**config.mk**
```make
export PLATFORM = sky130hd
export DESIGN_NAME = sdl_top
export DESIGN_NICKNAME = d
export VERILOG_FILES = /design/src/core/sdl_pkg.sv /design/src/core/sdl_top.sv /design/src/core/sdl_sync.sv /design/src/core/sdl_hold.sv
export SDC_FILE = /design/constraint.sdc
export NUM_CORES = 1
export LEC_CHECK = 0
export ABC_CLOCK_PERIOD_IN_PS = 2000
export CAP_MARGIN = 20
export CORE_ASPECT_RATIO = 0.75
export CORE_UTILIZATION = 40
export DETAILED_ROUTE_END_ITERATION = 10
export DONT_BUFFER_PORTS = 1
export SETUP_SLACK_MARGIN = 0.05
export SYNTH_ARGS = -nofsm -noshare
export SYNTH_HDL_FRONTEND = slang
export SYNTH_SLANG_ARGS = --single-unit
```
**constraint.sdc**
```tcl
create_clock -name clk -period 2 [get_ports clk]
set_input_delay 0.5 -clock clk [delete_from_list [all_inputs] [get_ports clk]]
set_output_delay 0.5 -clock clk [all_outputs]
set_load 0.01 [all_outputs]
```
**src/core/sdl_pkg.sv**
```systemverilog
package sdl_pkg;
    localparam int unsigned WORD_W      = 16;
    localparam int unsigned CNT_W       = 5;
    localparam logic [4:0]  FRAME_BITS  = 5'h10;
    localparam logic [15:0] LATCH_RESET = 16'h0000;
    localparam int unsigned CLK_HZ      = 25000000;
    localparam int unsigned HOLD_NS     = 5000;
    // longest hold rounds down, at least one cycle
    localparam int unsigned HOLD_CYC_I  = (HOLD_NS * (CLK_HZ / 1000000)) / 1000;
    localparam int unsigned HOLD_CYC    = (HOLD_CYC_I < 1) ? 1 : HOLD_CYC_I;
    localparam int unsigned HOLD_W      = 8;
    localparam logic [7:0]  HOLD_LOAD   = 8'(HOLD_CYC);

    typedef struct packed {
        logic frame_n;
        logic sclk;
        logic sdata;
        logic load_n;
        logic clear_n;
        logic rst_req_n;
        logic supply_ok;
        logic chain;
    } sdl_pins_t;

    // synchroniser reset: frame and strobes idle high, supply not yet good
    localparam sdl_pins_t PINS_IDLE = '{frame_n: 1'b1, sclk: 1'b1, sdata: 1'b0,
                                        load_n: 1'b1, clear_n: 1'b1, rst_req_n: 1'b1,
                                        supply_ok: 1'b0, chain: 1'b0};

    typedef struct packed {
        logic sclk_fall;
        logic frame_fall;
        logic load_fall;
    } sdl_edges_t;
endpackage

```
**src/core/sdl_top.sv**
```systemverilog
`timescale 1ns/1ns
// serial load, latch and output control of a 16-bit serial-input converter
module sdl_top (
    input  wire logic        clk,
    input  wire logic        rst_b,
    input  wire logic        chain_select,
    input  wire logic        frame_sync_n,
    input  wire logic        serial_clk,
    input  wire logic        serial_in,
    input  wire logic        latch_load_n,
    input  wire logic        zero_latch_n,
    input  wire logic        reset_request_n,
    input  wire logic        supply_good,
    output logic             serial_out,
    output logic             serial_out_oe,
    output logic [15:0]      dac_code,
    output logic             output_clamp_gate,
    output logic             amp_path_gate,
    output logic             supply_monitor_out_n
);
    sdl_pkg::sdl_pins_t  pins_in;
    sdl_pkg::sdl_pins_t  pins;
    sdl_pkg::sdl_edges_t edges;
    logic [15:0]         shift_reg;
    logic [15:0]         latch;
    logic [15:0]         held;
    logic [4:0]          bit_count;
    logic                auto_mode;
    logic                armed;
    logic                valid_word;

    assign pins_in = '{frame_n: frame_sync_n, sclk: serial_clk, sdata: serial_in,
                       load_n: latch_load_n, clear_n: zero_latch_n,
                       rst_req_n: reset_request_n, supply_ok: supply_good,
                       chain: chain_select};

    sdl_sync u_sync (
        .clk     (clk),
        .rst_b   (rst_b),
        .pins_in (pins_in),
        .pins    (pins),
        .edges   (edges)
    );

    // shift decode
    wire in_frame   = ~pins.frame_n & ~edges.frame_fall;
    wire gate_open  = pins.chain | (bit_count < sdl_pkg::FRAME_BITS);
    wire shift_now  = in_frame & edges.sclk_fall & gate_open;
    wire last_bit   = shift_now & ~pins.chain
                      & (bit_count == sdl_pkg::FRAME_BITS - 5'h01);
    wire next_msb   = shift_reg[sdl_pkg::WORD_W-1];
    wire auto_load  = last_bit & auto_mode;
    wire strobe_load = edges.load_fall & armed;
    wire do_clear   = ~pins.clear_n;
    wire do_load    = auto_load | strobe_load;
    wire [15:0] next_shift = {shift_reg[14:0], pins.sdata};
    wire [15:0] load_src   = auto_load ? next_shift : shift_reg;

    // shift register and frame bit counter
    always_ff @(posedge clk or negedge rst_b) begin
        if (!rst_b) begin
            shift_reg <= '0;
            bit_count <= '0;
        end else if (edges.frame_fall) begin
            bit_count <= '0;
        end else if (shift_now) begin
            shift_reg <= next_shift;
            if (bit_count != 5'h1f) begin
                bit_count <= bit_count + 5'h01;
            end
        end
    end

    // update mode caught at frame start; strobe armed once mode is strobed
    always_ff @(posedge clk or negedge rst_b) begin
        if (!rst_b) begin
            auto_mode <= 1'b0;
            armed     <= 1'b0;
        end else if (edges.frame_fall) begin
            auto_mode <= ~pins.load_n;
            armed     <= pins.load_n;
        end
    end

    // converter latch: clear overrides load
    always_ff @(posedge clk or negedge rst_b) begin
        if (!rst_b) begin
            latch <= sdl_pkg::LATCH_RESET;
        end else if (do_clear) begin
            latch <= '0;
        end else if (do_load) begin
            latch <= load_src;
        end
    end

    sdl_hold u_hold (
        .clk   (clk),
        .rst_b (rst_b),
        .start (strobe_load & ~do_clear),
        .latch (latch),
        .held  (held)
    );

    // valid word seen since last supply or reset-request drop
    always_ff @(posedge clk or negedge rst_b) begin
        if (!rst_b) begin
            valid_word <= 1'b0;
        end else if (!pins.supply_ok || !pins.rst_req_n) begin
            valid_word <= 1'b0;
        end else if (do_load) begin
            valid_word <= 1'b1;
        end
    end

    // registered outputs
    always_ff @(posedge clk or negedge rst_b) begin
        if (!rst_b) begin
            dac_code             <= '0;
            output_clamp_gate    <= 1'b1;
            amp_path_gate        <= 1'b0;
            serial_out           <= 1'b0;
            serial_out_oe        <= 1'b0;
            supply_monitor_out_n <= 1'b0;
        end else begin
            dac_code             <= held;
            output_clamp_gate    <= ~valid_word;
            amp_path_gate        <= valid_word;
            serial_out           <= next_msb & pins.chain;
            serial_out_oe        <= pins.chain;
            supply_monitor_out_n <= pins.supply_ok;
        end
    end
endmodule // sdl_top

```
**src/core/sdl_sync.sv**
```systemverilog
`timescale 1ns/1ns
// two-flop synchroniser for every pin input, plus edge detection on settled copies
module sdl_sync (
    input  wire logic               clk,
    input  wire logic               rst_b,
    input  wire sdl_pkg::sdl_pins_t pins_in,
    output sdl_pkg::sdl_pins_t      pins,
    output sdl_pkg::sdl_edges_t     edges
);
    sdl_pkg::sdl_pins_t meta;
    sdl_pkg::sdl_pins_t prev;

    // idle levels: strobes high, supply not yet good
    always_ff @(posedge clk or negedge rst_b) begin
        if (!rst_b) begin
            meta <= sdl_pkg::PINS_IDLE;
            pins <= sdl_pkg::PINS_IDLE;
            prev <= sdl_pkg::PINS_IDLE;
        end else begin
            meta <= pins_in;
            pins <= meta;
            prev <= pins;
        end
    end

    // falling edges seen on the second stage only
    assign edges.sclk_fall  = prev.sclk & ~pins.sclk;
    assign edges.frame_fall = prev.frame_n & ~pins.frame_n;
    assign edges.load_fall  = prev.load_n & ~pins.load_n;
endmodule // sdl_sync

```
**src/core/sdl_hold.sv**
```systemverilog
`timescale 1ns/1ns
// track-and-hold timer: output tracks latch except during hold window
module sdl_hold (
    input  wire logic        clk,
    input  wire logic        rst_b,
    input  wire logic        start,
    input  wire logic [15:0] latch,
    output logic [15:0]      held
);
    logic [sdl_pkg::HOLD_W-1:0] count;
    wire  holding = (count != '0);

    // hold counter reloads on each strobed load
    always_ff @(posedge clk or negedge rst_b) begin
        if (!rst_b) begin
            count <= '0;
        end else if (start) begin
            count <= sdl_pkg::HOLD_LOAD;
        end else if (holding) begin
            count <= count - 1'b1;
        end
    end

    // tracked value, frozen while holding
    always_ff @(posedge clk or negedge rst_b) begin
        if (!rst_b) begin
            held <= sdl_pkg::LATCH_RESET;
        end else if (!holding && !start) begin
            held <= latch;
        end
    end
endmodule // sdl_hold

```
==> key figures <==
Floorplan
  – Cell Rows: 31
  – Die width: ~120 µm
  – Die area: between 10,000 and 15,000 µm²
  – Vert. Die Dim: slightly below 90 µm
  – Core ar.: slightly below 10,000 µm²
  – Initial Util: 41.1%
  – I/O pins: 31

Critical path
  – CP max FO: 17
  – Critical Path RT: around 2300 ps
  – Worst Setup SP: u_sync.prev[6]
  – Reg-to-reg setup timing slack: approximately 150 ps
  – Cell chain of the critical path: or4b_1 > or2_2 > a31oi_1
  – CP Depth: 3
  – CP endpoint kind: flip-flop
  – Crit path kind: reg -> reg
  – Reg2Reg Depth: 3
  – CP endpoint: valid_word
  – Crit path buf inv count: 0
  – R2r endpoint: valid_word
  – Reg2reg start: u_sync.prev[6]
  – Worst path slowest cell: or4b_1
  – Max stage delay on crit path: ~550 ps
  – CP top delay family: simple AND/OR/NAND/NOR gates
  – Arrival time worst endpoint: 2120 ps
  – Critical path startpoint category: flip-flop

Logic synthesis
  – Syn Inst Count: 293
  – Post-Synth Adder-Cell Area: between 1.5 and 2%
  – Top cells by area, synth: dfrtp_1, dfstp_2, mux2_2
  – Netlist cell types: 43
  – Part of the Yosys area used for sequential elements: between 60% and 70%
  – Top cell type's share of synthesized area: 56.7%
  – Compound-cell area share of the yosys netlist: between 8 and 9%
  – Yosys reg bits: 104
  – Largest family of logic cells by synthesized area: simple AND/OR/NAND/NOR gates
  – Mux cell area share after synthesis: between 10 and 15%
  – Post-synth top area cell: dfrtp_1
  – Mean Syn Cell Area: between 10 and 15 µm²
  – Synthesized area: just under 4000 µm²
  – Post-Synth Simple-Gate Area: about 11%
  – Post-synth EDFFs: 0
  – Post-synth top flop: dfrtp_1
  – XOR/XNOR Fraction of Synth Area: 0%
  – Asr flop ratio synth: 100%
  – Syn_nets: just over 300
  – Yosys warnings: 0

Layout
  – Share of cells above drive strength 1: approximately a quarter
  – Fin util: between 40% and 50%
  – Most common cell after layout, fill and taps aside: dfrtp_1
  – Commonest cells after routing, fill and taps aside: dfrtp_1, nand2_1, mux2_2, a31oi_1, o31ai_1
  – Nets: ~320
  – Antenna diodes: 0
  – Synthesis-to-finish area growth: 12.9%

Detailed routing
  – Via density: between 5 and 6
  – TritonRoute pass-1 iters: 4
  – Drt total wl: around 6.5 mm
  – Via count: roughly 2,200
  – Post-route ant nets: 0
  – DRC Markers: 0
  – Routed WL per cell: between 10 and 15 µm
  – Initial DRC Count: roughly 130

Timing
  – Achievable Freq: around 540 MHz
  – Final TNS setup: 0 ps
  – Max Slew Vio Count: 0
  – Final setup fails: 0
  – Period minus WS final: between 1500 and 2000 ps
  – Clock skew: a little over 7 ps
  – RSZ-0062 raised after global routing: no
  – Final Cycle Share: 92.7%
  – Worst-margin pin slew: around 400 ps
  – Fin. Hold Viols: 90
  – Hold_ws: -151 ps
  – Worst slew margin: between 70% and 80%

GRT
  – GRT Util Overall: between 10% and 20%
  – Vias in the first global route: 2,249
  – Largest net degree at the start of global routing: roughly 110
  – Initial antenna violation count: 0
  – GRT overflow: 0
  – Global-route wire length before repair: between 10 and 15 mm

Power
  – Clock network power share: 41.4%
  – Switching share of power: between 20% and 30%
  – Tot Pwr: between 4 and 5 mW
  – Pwr per Cell Area: between 1000 and 1500 nW/µm²
  – P_int: approximately 3.7 mW
  – Logic pwr share: between 8 and 9%
  – NetSw: between 1 and 1.5 mW
  – Leakage: around 2 nW
  – VDD IR max: around 0.64 mV
  – Reg power frac: 50.2%

Clocking
  – Post-CTS setup buffers: 0
  – TritonCTS Buffers: 9
  – Clk slew on worst S/H paths: around 70 ps
  – CTS tree: yes
  – Max clock buf depth: 2
  – Worst-Skew Late Latency: 350 ps
  – H-tree levels: 3
  – Clk Tree Root Cell: clkbuf_16
  – Total clock sinks: between 100 and 150

Job
  – Max Cap Violations: 0

Placed design
  – Port buffer count: 0
  – Gpl congestion: around 0.79
  – Dpl hpwl: 4.10 mm

Run status
  – Failing checks: hold timing
  – Status: finished with violations

Hold path
  – Worst Hold Class: in -> async
[worst min path at each step]
stage | from | end | slack, ps
2_1_floorplan | rst_b | amp_path_gate | 200
4_1_cts | rst_b | u_hold.count[7] | -170
6_report | rst_b | latch[10] | -150
5_1_grt | rst_b | u_hold.held[8] | -170
3_5_place_dp | rst_b | u_hold.held[10] | 210
3_3_place_gp | rst_b | u_hold.held[10] | 210
[per-stage QoR]
| stage | hold slack [ps] | cell area [µm²] | worst slack, ps | std cells |
|---|---|---|---|---|
| detailed placement | 209 | 4130 | 49.8 | 421 |
| floorplan | 204 | 3970 | 136 | 293 |
| global placement | 209 | 4130 | 116 | 421 |
| CTS | -166 | 4480 | 54.1 | 437 |
| global route | -172 | 4480 | 57.5 | 437 |
| finish | -151 | 4480 | 147 | 437 |
[layout make-up]
cell class	count	area (µm²)
fillers	865	5170
flip-flops and latches	104	2620
multi-input cells	170	1250
clock buffers	10	239
well taps	132	165
clock inverters	6	114
repair buffers	9	67.6
inverters	6	22.5
[power groups by stage]
stage,clock network [mW],registers [mW],logic (mW)
2_1_floorplan,0,2.44,0.328
3_3_place_gp,0,2.48,0.391
3_5_place_dp,0,2.48,0.407
4_1_cts,2.07,2.45,0.408
5_1_grt,2.14,2.48,0.463
6_report,2.02,2.45,0.408
[synth_stat cells (4+ instances only)]
cell type and number:
dfrtp_1 90, nand2_1 44, mux2_2 32, a31oi_1 18, o31ai_1 17, dfstp_2 14
clkbuf_1 6, inv_1 6, o21ai_0 6, ha_1 5, mux2i_1 5, buf_2 4
[worst reg2reg max path, delay by kind of cell, from the launching register on]
family | cells | cell delay (ps)
AND/OR/NAND/NOR | 2 | 1050
flip-flops | 1 | 520
AO/OA/AOI/OAI | 1 | 210
[metal layers]
metal / vias up / part of all wire, % / GRT usage [%]
met5: - / 0 / 0
met4: 0 / 1.8 / 6.21
met2: 44 / 44 / 22.1
met3: 9 / 4.9 / 5.14
li1: 1065 / - / -
met1: 1115 / 50 / 19.4
[what timing repair did]
action	4_1_cts	5_1_grt
endpoints found under the hold margin	103	100
setup endpoints to repair	0	18
resized for setup	0	2
[cell families (layout without fill, tap and decap cells)]
logic type / after synthesis / after routing
DFF: 104 / 104
and+or+nand+nor: 77 / 77
AOI/OAI and AO/OA: 51 / 51
muxes: 37 / 37
buffers and inverters: 19 / 31
adders and majority gates: 5 / 5
Power figures use the tool's default switching activity.
